[src/core/otwd_pkg.sv]
// Constants shared by the hardware watchdog: key register address, key bytes,
// counter geometry and reset pulse timing.
// Assumes sys_clk is the oscillator clock itself, one oscillator period per edge.
package otwd_pkg;

  // Service key register on the special function register bus
  localparam logic [7:0]  WD_KEY_ADDR       = 8'ha6;
  localparam logic [7:0]  WD_KEY_FIRST      = 8'h1e;
  localparam logic [7:0]  WD_KEY_SECOND     = 8'he1;
  // Value returned on any read of the key register
  localparam logic [7:0]  WD_KEY_READ_VALUE = 8'h00;

  // Counter geometry and reset value
  localparam int          WD_CNT_WIDTH      = 14;
  localparam logic [13:0] WD_CNT_MAX        = 14'h3fff;
  localparam logic [13:0] WD_CNT_RESET      = 14'h0000;

  // Oscillator periods per machine cycle in each clock mode
  localparam logic [3:0]  MC_OSC_X6         = 4'h6;
  localparam logic [3:0]  MC_OSC_X12        = 4'hc;

  // Reset pulse length in oscillator periods for each clock mode
  localparam int          RST_PULSE_X6_OSC  = 98;
  localparam int          RST_PULSE_X12_OSC = 196;
  // Oscillator period and system clock period in ns
  localparam int          OSC_PERIOD_NS     = 100;
  localparam int          SYS_CLK_PERIOD_NS = 100;
  // Pulse lengths in sys_clk cycles (least time, rounded up)
  localparam int          RST_PULSE_X6_CYC  =
    (RST_PULSE_X6_OSC * OSC_PERIOD_NS + SYS_CLK_PERIOD_NS - 1) / SYS_CLK_PERIOD_NS;
  localparam int          RST_PULSE_X12_CYC =
    (RST_PULSE_X12_OSC * OSC_PERIOD_NS + SYS_CLK_PERIOD_NS - 1) / SYS_CLK_PERIOD_NS;

  // Width of the pulse length down counter
  localparam int          PULSE_CNT_WIDTH   = 8;

endpackage : otwd_pkg

[src/core/otwd_key_seq.sv]
// Key sequence detector for the watchdog service register.
// Assumes writes arrive as one-cycle strobes on sys_clk with address and data valid.
`timescale 1ns/1ps
module otwd_key_seq
  import otwd_pkg::*;
(
  input  wire logic       sys_clk,     // Oscillator clock
  input  wire logic       reset,       // Synchronous, active high
  input  wire logic       clr,         // Holds the detector idle (reset pulse)
  input  wire logic       key_wr,      // Write strobe to the key register
  input  wire logic [7:0] key_wdata,   // Byte written
  output logic            key_done_ff  // One-cycle pulse: ordered pair seen
);

  logic armed_ff;  // First key byte was the last byte written here

  // Track the last byte; only the next write to this register can complete
  // the pair, so a stray first key is forgotten by any other value.
  always_ff @(posedge sys_clk) begin
    if (reset || clr) begin
      armed_ff <= 1'b0;
    end else if (key_wr) begin
      armed_ff <= (key_wdata == WD_KEY_FIRST);  // RULE13
    end
  end

  // Completion pulse on the second byte right after the first
  always_ff @(posedge sys_clk) begin
    if (reset || clr) begin
      key_done_ff <= 1'b0;
    end else begin
      key_done_ff <= key_wr && armed_ff && (key_wdata == WD_KEY_SECOND);  // RULE2
    end
  end

  // A completion only ever follows a first-key write then a second-key write
  AST_KEY_NEEDS_PAIR: assert property (  // RULE13
    @(posedge sys_clk) disable iff (reset)
    key_done_ff |-> $past(key_wr) && $past(key_wdata) == WD_KEY_SECOND && $past(armed_ff))
    else $error("key completion without ordered pair");

endmodule : otwd_key_seq

[src/core/otwd_watchdog.sv]
// One-time enabled hardware watchdog with reset-out drive.
// Assumes sys_clk is the oscillator, the register bus and mode select are
// synchronous to it, and the reset pin is joined by the surrounding pad logic.
//
// Functional notes
// [RULE1] Watchdog off and idle after any reset
// [RULE2] Enabled by 01EH then 0E1H at 0A6H
// [RULE3] Counter is fourteen bits wide
// [RULE4] Counts one per machine cycle while running
// [RULE5] Once on, only reset turns it off; here an overflow also clears wdt_enabled_ff
// [RULE6] Reaching 3FFFH is an overflow, resets device
// [RULE7] Key pair while enabled restarts counter at zero
// [RULE8] Firmware services within every 16383 machine cycles
// [RULE9] Overflow drives high pulse on reset pin
// [RULE10] Pulse 98 or 196 oscillator periods by mode
// [RULE11] Service register is write only, reads zero
// [RULE12] Counter neither readable nor loadable by software
// [RULE13] Lone first key or other byte does nothing
`timescale 1ns/1ps
module otwd_watchdog
  import otwd_pkg::*;
#(
  parameter int CNT_WIDTH = WD_CNT_WIDTH  // Counter width
)(
  input  wire logic       sys_clk,          // Oscillator clock, 10 MHz
  input  wire logic       reset,            // Hardware reset, sync, active high
  input  wire logic       six_clock_mode,   // High: 6-clock machine cycle
  input  wire logic [7:0] sfr_addr,         // Register bus address
  input  wire logic [7:0] sfr_wdata,        // Register bus write data
  input  wire logic       sfr_wr,           // Register bus write strobe
  input  wire logic       sfr_rd,           // Register bus read strobe
  output logic      [7:0] sfr_rdata_ff,     // Read data for the key address
  output logic            wdt_enabled_ff,   // Watchdog running
  output logic            wdt_sys_reset_ff, // Internal reset request
  output logic            rst_pin_o_ff,     // Reset pin drive level
  output logic            rst_pin_oe_ff     // Reset pin output enable
);

  // Address decode shared by read and write paths
  function automatic logic is_key_addr(input logic [7:0] addr);
    return addr == WD_KEY_ADDR;
  endfunction : is_key_addr

  logic [CNT_WIDTH-1:0]       cnt_ff;      // Machine cycle counter
  logic [CNT_WIDTH-1:0]       nxt_cnt;     // Next counter value
  logic [3:0]                 pre_ff;      // Oscillator periods in machine cycle
  logic                       mc_tick;     // Last period of a machine cycle
  logic                       key_done;    // Ordered key pair just completed
  logic                       overflow;    // Counter reached its top
  logic                       pulse_on;    // Reset pulse in progress
  logic [PULSE_CNT_WIDTH-1:0] pulse_cnt_ff;// Remaining pulse cycles
  logic                       pulse_x6_ff; // Mode captured for the pulse
  logic [3:0]                 mc_len;      // Machine cycle length now

  assign pulse_on = rst_pin_o_ff;
  assign mc_len   = six_clock_mode ? MC_OSC_X6 : MC_OSC_X12;
  // The top value itself is the overflow, only while enabled
  assign overflow = wdt_enabled_ff && (cnt_ff == CNT_WIDTH'(WD_CNT_MAX));  // RULE6

  // Key detector; held idle while the device sits in the overflow reset
  otwd_key_seq u_key_seq (
    .sys_clk     (sys_clk),
    .reset       (reset),
    .clr         (pulse_on),
    .key_wr      (sfr_wr && is_key_addr(sfr_addr)),
    .key_wdata   (sfr_wdata),
    .key_done_ff (key_done)
  );

  // Machine cycle prescaler; the clamp keeps a mode switch from
  // leaving the count past the shorter length.
  always_ff @(posedge sys_clk) begin
    if (reset || !wdt_enabled_ff) begin
      pre_ff <= 4'h0;
    end else if (pre_ff >= mc_len - 4'h1) begin
      pre_ff <= 4'h0;
    end else begin
      pre_ff <= pre_ff + 4'h1;
    end
  end

  assign mc_tick = wdt_enabled_ff && (pre_ff >= mc_len - 4'h1);  // RULE4

  // Enable: set only by the key pair, cleared only by a reset or an overflow
  always_ff @(posedge sys_clk) begin
    if (reset) begin
      wdt_enabled_ff <= 1'b0;  // RULE1
    end else if (overflow) begin
      wdt_enabled_ff <= 1'b0;  // RULE5
    end else if (key_done) begin
      wdt_enabled_ff <= 1'b1;  // RULE2
    end
  end

  // Next counter value; overflow wins over a late service
  always_comb begin
    if (!wdt_enabled_ff || overflow) begin
      nxt_cnt = CNT_WIDTH'(WD_CNT_RESET);  // RULE1
    end else if (key_done) begin
      nxt_cnt = CNT_WIDTH'(WD_CNT_RESET);  // RULE7
    end else if (mc_tick) begin
      nxt_cnt = cnt_ff + CNT_WIDTH'(1);    // RULE4
    end else begin
      nxt_cnt = cnt_ff;
    end
  end

  // Counter register; no bus path reads or loads it
  always_ff @(posedge sys_clk) begin
    if (reset) begin
      cnt_ff <= CNT_WIDTH'(WD_CNT_RESET);
    end else begin
      cnt_ff <= nxt_cnt;  // RULE3 RULE12
    end
  end

  // Reset pulse: length fixed by the mode at the moment of overflow,
  // so a mode write during the pulse cannot stretch or cut it.
  always_ff @(posedge sys_clk) begin
    if (reset) begin
      rst_pin_o_ff  <= 1'b0;
      rst_pin_oe_ff <= 1'b0;
      pulse_cnt_ff  <= '0;
      pulse_x6_ff   <= 1'b0;
    end else if (overflow) begin
      rst_pin_o_ff  <= 1'b1;  // RULE9
      rst_pin_oe_ff <= 1'b1;
      pulse_x6_ff   <= six_clock_mode;
      pulse_cnt_ff  <= six_clock_mode  // RULE10
        ? PULSE_CNT_WIDTH'(RST_PULSE_X6_CYC - 1)
        : PULSE_CNT_WIDTH'(RST_PULSE_X12_CYC - 1);
    end else if (pulse_on) begin
      if (pulse_cnt_ff == '0) begin
        rst_pin_o_ff  <= 1'b0;
        rst_pin_oe_ff <= 1'b0;
      end else begin
        pulse_cnt_ff  <= pulse_cnt_ff - PULSE_CNT_WIDTH'(1);
      end
    end
  end

  // Internal reset follows the pin pulse cycle for cycle
  always_ff @(posedge sys_clk) begin
    if (reset) begin
      wdt_sys_reset_ff <= 1'b0;
    end else if (overflow) begin
      wdt_sys_reset_ff <= 1'b1;  // RULE6
    end else if (pulse_on && pulse_cnt_ff == '0) begin
      wdt_sys_reset_ff <= 1'b0;
    end
  end

  // Reads never expose watchdog state
  always_ff @(posedge sys_clk) begin
    if (reset) begin
      sfr_rdata_ff <= WD_KEY_READ_VALUE;
    end else if (sfr_rd && is_key_addr(sfr_addr)) begin
      sfr_rdata_ff <= WD_KEY_READ_VALUE;  // RULE11
    end
  end

  // Helper: length of the current high pulse, for the pulse check
  logic [PULSE_CNT_WIDTH:0] hi_len_ff;
  always_ff @(posedge sys_clk) begin
    if (reset || !rst_pin_o_ff) begin
      hi_len_ff <= '0;
    end else begin
      hi_len_ff <= hi_len_ff + (PULSE_CNT_WIDTH+1)'(1);
    end
  end

  AST_OFF_AFTER_RESET: assert property (  // RULE1
    @(posedge sys_clk) reset |=> !wdt_enabled_ff && cnt_ff == '0 && !rst_pin_o_ff)
    else $error("watchdog not idle after reset");

  AST_HOLD_WHILE_OFF: assert property (  // RULE1
    @(posedge sys_clk) disable iff (reset)
    !wdt_enabled_ff |-> cnt_ff == '0)
    else $error("counter moved while disabled");

  AST_ENABLE_ON_KEY: assert property (  // RULE2
    @(posedge sys_clk) disable iff (reset)
    key_done && !overflow |=> wdt_enabled_ff)
    else $error("key pair did not enable");

  AST_STAY_ENABLED: assert property (  // RULE5
    @(posedge sys_clk) disable iff (reset)
    wdt_enabled_ff && !overflow |=> wdt_enabled_ff)
    else $error("watchdog turned off without reset");

  AST_COUNT_STEP: assert property (  // RULE4
    @(posedge sys_clk) disable iff (reset)
    mc_tick && !key_done && !overflow |=> cnt_ff == $past(cnt_ff) + CNT_WIDTH'(1))
    else $error("counter did not step on machine cycle");

  AST_TICK_SPACING: assert property (  // RULE4
    @(posedge sys_clk) disable iff (reset)
    mc_tick && wdt_enabled_ff |=> !mc_tick [*5])
    else $error("machine cycle shorter than six periods");

  AST_OVERFLOW_RESET: assert property (  // RULE6
    @(posedge sys_clk) disable iff (reset)
    wdt_enabled_ff && cnt_ff == CNT_WIDTH'(WD_CNT_MAX)
      |=> wdt_sys_reset_ff && !wdt_enabled_ff && cnt_ff == '0)
    else $error("overflow did not reset");

  AST_SERVICE_RESTART: assert property (  // RULE7
    @(posedge sys_clk) disable iff (reset)
    wdt_enabled_ff && key_done && !overflow |=> cnt_ff == '0)
    else $error("service did not restart counter");

  AST_PIN_DRIVEN: assert property (  // RULE9
    @(posedge sys_clk) disable iff (reset)
    rst_pin_o_ff |-> rst_pin_oe_ff && wdt_sys_reset_ff)
    else $error("reset pin high but not driven");

  AST_PULSE_LENGTH: assert property (  // RULE10
    @(posedge sys_clk) disable iff (reset)
    $fell(rst_pin_o_ff) |-> hi_len_ff == (pulse_x6_ff
      ? (PULSE_CNT_WIDTH+1)'(RST_PULSE_X6_CYC) : (PULSE_CNT_WIDTH+1)'(RST_PULSE_X12_CYC)))
    else $error("reset pulse length wrong");

  AST_READ_ZERO: assert property (  // RULE11
    @(posedge sys_clk) disable iff (reset)
    sfr_rd && is_key_addr(sfr_addr) |=> sfr_rdata_ff == WD_KEY_READ_VALUE)
    else $error("key register read returned state");

endmodule : otwd_watchdog

[config.mk]
export PLATFORM = sky130hd
export DESIGN_NAME = otwd_watchdog
export DESIGN_NICKNAME = d
export VERILOG_FILES = /design/src/core/otwd_pkg.sv /design/src/core/otwd_key_seq.sv /design/src/core/otwd_watchdog.sv
export SDC_FILE = /design/constraint.sdc
export NUM_CORES = 1
export LEC_CHECK = 0
export ABC_AREA = 1
export BUFFER_PORTS_ARGS = -buffer_cell sky130_fd_sc_hd__buf_2
export CORE_ASPECT_RATIO = 1.25
export CORE_MARGIN = 5
export CORE_UTILIZATION = 30
export CTS_CLUSTER_SIZE = 24
export DETAILED_ROUTE_END_ITERATION = 12
export SLEW_MARGIN = 10
export SYNTH_ARGS = -nofsm -noshare
export SYNTH_HDL_FRONTEND = slang
export SYNTH_SLANG_ARGS = --single-unit
[constraint.sdc]
create_clock -name sys_clk -period 3 [get_ports sys_clk]
set_input_delay 0.15 -clock sys_clk [delete_from_list [all_inputs] [get_ports sys_clk]]
set_output_delay 0.15 -clock sys_clk [all_outputs]
set_load 0.005 [all_outputs]
Yosys cells after proc, flatten, opt, wreduce, memory -nomap -nowiden
Cells that the tools add are included.
Cells by class
  equality and inequality tests: 5
  add/subtract/negate cells: 4
  muxes and demuxes: 13
  magnitude comparators: 1
  reductions and logical operators: 19
Operators by type and width (count)
  8-bit 2-to-1 mux: 4
  8-bit equality test, second input constant: 2
  14-bit by 1-bit adder with 14-bit output, second input constant: 1
  14-bit equality test, second input constant: 1
  8-bit by 5-bit equality test with 1-bit output, second input constant: 1
  8-bit zero test: 1
  1-bit 2-to-1 mux: 8
  8-bit by 1-bit subtractor with 8-bit output, second input constant: 1
  1-bit logical AND: 6
  2-bit nonzero test: 3
  4-bit by 1-bit adder with 4-bit output, second input constant: 1
  4-bit >= comparator: 1
  4-bit 2-to-1 mux: 1
  2-bit AND reduction: 2
  2-bit OR reduction: 2
  4-bit by 1-bit subtractor with 4-bit output, second input constant: 1
  1-bit logical OR: 3
  3-bit OR reduction: 1
  2-bit != test, second input constant: 1
  1-bit zero test: 1
Word-level totals
  output and inout bits: 12
  flip-flop bits (word level): 32
  bits of input ports: 21
  logic and storage cells: 51

Longest topological paths before layout
Gate-level depths: netlist of the first run.
  depth in word-level cells: 4
  mapped depth: 10
  mapped depth without buffers: 10

Cells and area by module
A second synthesis of the first run with hierarchy kept.
Second synthesis, totals
  cell total of the unflattened synthesis: 274
  area, all modules: 1853.0 um2
By module, submodules not included
  otwd_watchdog: cells an instance 250, instances 1, sequential area each 600.6 um2, area an instance 1719.1 um2
  otwd_key_seq: cells an instance 24, instances 1, sequential area each 40.0 um2, area an instance 133.9 um2

Worst setup path before layout of the first run
Ideal clock, no wire load.
  path kind: register -> register
  start: reg cnt_ff[0]
  end: reg pulse_cnt_ff[1]
  stages on the path, launching flop included: 9
  period minus slack after synthesis: 1.414 ns
  setup time: 0.116 ns
  path slack: 1.586 ns
  data required time: 2.884 ns
  arrival: 1.298 ns
  path buffers: 0
  cell sequence: dfxtp_1 ha_1 nand3_2 nor2_4 nand4_4 nand2_2 inv_1 nor2_1 nor2_1
On the way
  longest elaborated chain between the ends: 4
  elaborated cells between the ends (all ways): 6
  those cells by class: 2 x eq/ne; 1 x mux; 3 x reduce/logical
RTL lines
  start, declared: RTL line otwd_watchdog.sv:44  | logic [CNT_WIDTH-1:0] cnt_ff;
  start signal, assigned: RTL line otwd_watchdog.sv:111  | cnt_ff <= CNT_WIDTH'(WD_CNT_RESET);
  start signal, assigned: RTL line otwd_watchdog.sv:113  | cnt_ff <= nxt_cnt;
  14-bit equality test (*): RTL line otwd_watchdog.sv:58  | assign overflow = wdt_enabled_ff && (cnt_ff == CNT_WIDTH'(WD_CNT_MAX));
  1-bit logical AND (*): RTL line otwd_watchdog.sv:58
  2-bit != test (no line) / 2-bit nonzero test (equally long branches)
  2-bit AND reduction (no line)
  end signal, assigned: RTL line otwd_watchdog.sv:129  | pulse_cnt_ff <= six_clock_mode
  end signal, assigned: RTL line otwd_watchdog.sv:137  | pulse_cnt_ff <= pulse_cnt_ff - PULSE_CNT_WIDTH'(1);
  end, declared: RTL line otwd_watchdog.sv:51  | logic [PULSE_CNT_WIDTH-1:0] pulse_cnt_ff;
Every way passes the cells marked *; elsewhere a longest branch is shown, timed or not.
A chain may end at the register's enable or synchronous reset.

Worst setup path in the final report of the first run
  start: reg pre_ff[3]
  end: reg cnt_ff[8]
On the way
  longest elaborated chain between the ends: 2
RTL lines
  start, declared: RTL line otwd_watchdog.sv:46  | logic [3:0] pre_ff;
  start signal, assigned: RTL line otwd_watchdog.sv:78  | pre_ff <= pre_ff + 4'h1;
  4-bit >= comparator: RTL line otwd_watchdog.sv:82  | assign mc_tick = wdt_enabled_ff && (pre_ff >= mc_len - 4'h1);
  1-bit logical AND: RTL line otwd_watchdog.sv:82
Every way passes these cells.

==> results of run 1 <==
## cell type report
| class | instances | area, µm² |
|---|---|---|
| timing repair buffer | 23 | 115.1 |
| clock buffer | 8 | 90.09 |
| inverter | 37 | 138.9 |
| fill | 703 | 4050 |
| multi-input combinational | 215 | 1105 |
| sequential | 32 | 640.6 |
| tap | 85 | 106.4 |
## cell families after synthesis
| group | share of synthesized area [%] |
|---|---|
| simple gates | 39.23 |
| fa+ha+maj | 3.858 |
| buf+inv | 11.64 |
| flops | 32.93 |
| xor+xnor | 4.501 |
| compound gates | 7.653 |
| other cells | 0.1927 |
## registers in the layout (all words and copies together), names as in the netlist
register,count
wdt_sys_reset_ff,1
cnt_ff,14
pulse_cnt_ff,8
rst_pin_oe_ff,1
pre_ff,4
rst_pin_o_ff,1
u_key_seq.armed_ff,1
wdt_enabled_ff,1
u_key_seq.key_done_ff,1
## placed cells by master, fill, tap and decap left out, drive strengths merged, types with 2 or more instances in the layout
cell	synthesis	routed
nand2	86	86
nor2	50	50
inv	37	37
dfxtp	32	32
buf	11	23
a21oi	18	18
nand3	15	15
conb	1	8
nand4	8	8
clkbuf	1	8
ha	6	6
o21ai	6	6
xnor2	5	5
xor2	5	5
nor3	2	2
## power breakdown
group / total, W / internal (W) / switching [W]
registers: 0.000425 / 0.000425 / 0.00000000711
logic: 0.0000284 / 0.0000128 / 0.0000156
clock network: 0.000341 / 0.000187 / 0.000154
## metal layers
layer,share of wire (%),up-vias
li1,-,934
met1,44,749
met2,48,38
met3,6.2,7
met4,1.5,0
met5,0,-
## critical path, stage by stage, from the launching register on
cell and delay, ns:
dfxtp_1 0.33, ha_1 0.30, nand2_1 0.05, o21bai_2 0.20
a21oi_2 0.48, o21ai_1 0.17, a21oi_2 0.14
## metrics by stage
stage / cell area [µm²] / power, W / util (%) / setup WS [ns]
2_1_floorplan: 1972 / 0.0004544 / - / 1.586
4_1_cts: 2196 / 0.0008109 / 35.16 / 1.219
3_5_place_dp: 2106 / 0.0004628 / 33.71 / 1.215
3_3_place_gp: 2106 / 0.0004621 / 33.71 / 1.267
6_report: 2196 / 0.0007946 / 35.16 / 1.262
5_1_grt: 2196 / 0.0008308 / 35.16 / 1.091
## worst paths after layout
path	cells after the start	startpoint	end	slack [ns]
max	6	pre_ff[3]	cnt_ff[8]	1.26
max reg2reg	6	pre_ff[3]	cnt_ff[8]	1.26
min reg2reg	2	u_key_seq.armed_ff	u_key_seq.armed_ff	0.46
min	4	sfr_wdata[2]	u_key_seq.key_done_ff	0.14
==> impl_metrics.tcl, run 1 <==
set metrics [dict create \
    busiest_layer "met2" \
    port-buffer-count 23 \
    cts_tree "yes" \
    coreArea_mm2 0.006246 \
    skew_ns 0.006021 \
    num_rows 32 \
    cp_max_fo 12 \
    power_per_cell_area_mw_per_mm2 361.8 \
    grt_pass1_wl_um 6748 \
    ys_seq_elements 32 \
    finalSetupTns_ns 0 \
    grt_max_degree 15 \
    vias 1728 \
    hp-class "in -> reg" \
    clock-root-buffer "clkbuf_8" \
    syn_to_final_growth_pct 12.86 \
    yosys_warnings 0 \
    cp.arrival_ns 1.95 \
    synth_seq_area_share_pct 32.93 \
    post-route-drc-count 0 \
    status "completed" \
    synth_cells 289 \
    start_kind "register" \
    cts_sinks 32 \
    maxCapViolCount 0 \
    n_antenna_cell 0 \
    numCtsBuffers 5 \
    post-route-min-period_ns 1.738 \
    use_met1_pct 11.65 \
    first_pass_iters 4 \
    drive_gt1_share_pct 16.19 \
    routed_wl_um 3830 \
    die-height_um 100.0 \
    ys.flop_type "dfxtp_1" \
    crit_path_end_kind "register" \
    post_cts_resized 0 \
    dieWidth_um 82.03 \
    hold_slack_ns 0.1361 \
    drt_iter0_drc 81 \
    tightest_slew_ns 0.5591 \
    grt_use_total_pct 10.32 \
    ys_top_cells_by_area "dfxtp_1 33%, nand2_1 16%, nor2_1 7.9%, inv_1 6.9%, a21oi_1 3.9%" \
    htreeDepth 2 \
    postCtsHoldBufs 0 \
    synth.distinct_cells 32 \
    setup_viol 0 \
    synthesis.area_mm2 0.001946 \
    nets 341 \
    finalCritPeriodShare_pct 57.93 \
    clock_latency_ns 0.28 \
    ir_worst_vdd_mv 0.1887 \
    start_util_pct 31.15 \
    clk_path_buf_depth 2 \
    slew_viol_final 0 \
    placed_cells 392 \
    leakagePower_nw 0.9209 \
    overflow 0 \
    grt_pass1_vias 1671 \
    yosys.area.top_type "dfxtp_1" \
    hold_viol 0 \
    final-instance-count-excl-fill 400 \
    ios 33 \
    antenna_found_initial 0 \
    path_clk_slew_ns 0.06 \
    drtAntennaViolNets 0 \
    grtUsageMet2_pct 17.92 \
    yosys.area.top_type_share_pct 32.93 \
    gr-usage-met3_pct 3.052 \
    dp_hpwl_um 2952 \
    via_per_inst 4.320 \
    fmax_mhz 575.4 \
    rsz0062_at_grt "no" \
    worstSetupPathType "reg -> reg" \
    die-area_mm2 0.008206 \
    yosys.cell_count.top_type "nand2_1" \
    avgRoutedWirePerCell_um 9.575 \
    synthTopCellsByCount "81 x nand2_1, 41 x nor2_1, 36 x inv_1, 32 x dfxtp_1, 15 x a21oi_1" \
    cts_setup_buffers 0 \
    synth_edf_count 0 \
    worstPathRequired_ns 3.21 \
    avgSynthCellArea_um2 6.732 \
    place.gp.congestion 0.8034 \
    async_flop_share_pct 0 \
    relSlewSlack_pct 62.73 \
]
Note: power is estimated with default switching activity, not from simulation.
==> run 2, diff against run 1 <==
clock period = 1.7 ns   (was 3 ns; I/O delays follow)
==> run 2 against run 1 <==
Setup slack lost 1.1 ns. Sequential share of layout area down 0.55 points. First-iteration DRC count decreased by 54%. Wire length is 1.9% higher. Via count increased by 1.9%. Critical path depth grew 3. Die area is the same. Non-clock buffer count up 4. Critical path type unchanged.
==> impl_metrics.tcl, run 2 (synthesis gave the netlist of run 1 again) <==
set metrics [dict create \
    maxCapViolCount 0 \
    ir_worst_vdd_mv 0.3071 \
    clock_latency_ns 0.28 \
    place.gp.congestion 0.8049 \
    cts_setup_buffers 0 \
    cp-startpoint "pre_ff[3]" \
    hp-class "in -> reg" \
    port-buffer-count 23 \
    drive_gt1_share_pct 17.24 \
    slowest_delay_ns 0.32 \
    syn_to_final_growth_pct 15.05 \
    dieWidth_um 82.03 \
    path_clk_slew_ns 0.06 \
    grt_use_total_pct 10.36 \
    cts_tree "yes" \
    hp-start "sfr_wdata[2]" \
    skew_ns 0.004008 \
    die-area_mm2 0.008206 \
    clock-root-buffer "clkbuf_8" \
    post-route-min-period_ns 1.578 \
    post-route-drc-count 0 \
    finalCritPeriodShare_pct 92.82 \
    antenna_found_initial 0 \
    clk_path_buf_depth 2 \
    crit_top_cell "nand2_1" \
    crit_path_top_delay_cell "dfxtp_1" \
    start_util_pct 31.15 \
    largest_register_ffs 14 \
    post_cts_resized 0 \
    grt_pass1_wl_um 6686 \
    avgRoutedWirePerCell_um 9.661 \
    vias 1761 \
    drt_iter0_drc 37 \
    dp_hpwl_um 3012 \
    reg2reg_from "pre_ff[3]" \
    n_antenna_cell 0 \
    start_kind "register" \
    grt_pass1_vias 1646 \
    worstPathCellList "ha_1, nand2_1, o21bai_2, nand2_1, nand2_2, nor2_1, nand2_1, nand2_1, nor2_1" \
    htreeDepth 2 \
    mostFrequentLayoutCell "nand2_1" \
    ios 33 \
    num_rows 32 \
    r2r_slack_ns 0.12 \
    overflow 0 \
    nets 345 \
    top_regs "cnt_ff: 14 flops, pulse_cnt_ff: 8 flops, pre_ff: 4 flops" \
    hold_viol 0 \
    power_per_cell_area_mw_per_mm2 624.8 \
    via_per_inst 4.359 \
    die-height_um 100.0 \
    grt_max_degree 15 \
    numCtsBuffers 5 \
    hold_slack_ns 0.07470 \
    fmax_mhz 633.8 \
    cp.arrival_ns 1.76 \
    worstPathRequired_ns 1.88 \
    layout_common_cells "81 x nand2_1, 41 x nor2_1, 36 x inv_1, 32 x dfxtp_1, 23 x buf_2" \
    status "completed" \
    top_register "cnt_ff" \
    crit_path_end_kind "register" \
    routed_wl_um 3903 \
    cts_sinks 32 \
    leakagePower_nw 0.9480 \
    drtAntennaViolNets 0 \
    postCtsHoldBufs 0 \
    finalSetupTns_ns 0 \
    rsz0062_at_grt "no" \
    slew_viol_final 0 \
    worstSetupPathType "reg -> reg" \
    setup_viol 0 \
    coreArea_mm2 0.006246 \
    first_pass_iters 4 \
    cp_max_fo 14 \
]
## run 2: cell count changes in the layout (fill, tap and decap cells not counted)
cell    previous run  this run
buf_12             0         1
buf_4              0         3
## run 2: path summary, 6_finish.rpt
check	endpoint	cells past startpoint
worst min register to register	u_key_seq.armed_ff	2
worst max register to register	cnt_ff[9]	9
worst min-delay path	u_key_seq.key_done_ff	4
worst max-delay path	cnt_ff[9]	9
## run 2: report_power, final
part	internal [W]	total (W)	switching [W]
clock network	0.000330	0.000599	0.000269
logic	0.0000225	0.0000498	0.0000273
registers	0.000750	0.000750	0.0000000164
## run 2: routing by layer
| layer | track usage (%) | routed length (µm) |
|---|---|---|
| met5 | 0 | 0 |
| met4 | 4.604 | 68 |
| met3 | 3.501 | 210 |
| met2 | 17.55 | 1875 |
| met1 | 11.55 | 1748 |
## run 2: per-stage QoR
| stage | setup slack (ns) | utilization, % | instances | total power (W) | instance area (µm²) |
|---|---|---|---|---|---|
| 6_report | 0.1221 | 35.84 | 404 | 0.001399 | 2238 |
| 3_3_place_gp | 0.1298 | 34.39 | 396 | 0.0008155 | 2148 |
| 2_1_floorplan | 0.2862 | - | 296 | 0.0008018 | 1972 |
| 4_1_cts | 0.1094 | 35.84 | 404 | 0.001434 | 2238 |
| 3_5_place_dp | 0.1227 | 34.39 | 396 | 0.0008164 | 2148 |
| 5_1_grt | 0.01801 | 35.84 | 404 | 0.001471 | 2238 |
## run 2: worst max-delay path: cells and delay by family, from the launching register on
family          cells  cell delay, ns
simple gates        7            0.65
compound gates      1            0.20
flops               1            0.32
fa+ha+maj           1            0.29
## run 2: area by class of cell
cell class,count,area [µm²]
clock buffer,8,90.09
multi-input combinational,215,1105
inverter,37,138.9
sequential,32,640.6
fill,685,4008
tap,85,106.4
timing repair buffer,27,157.7
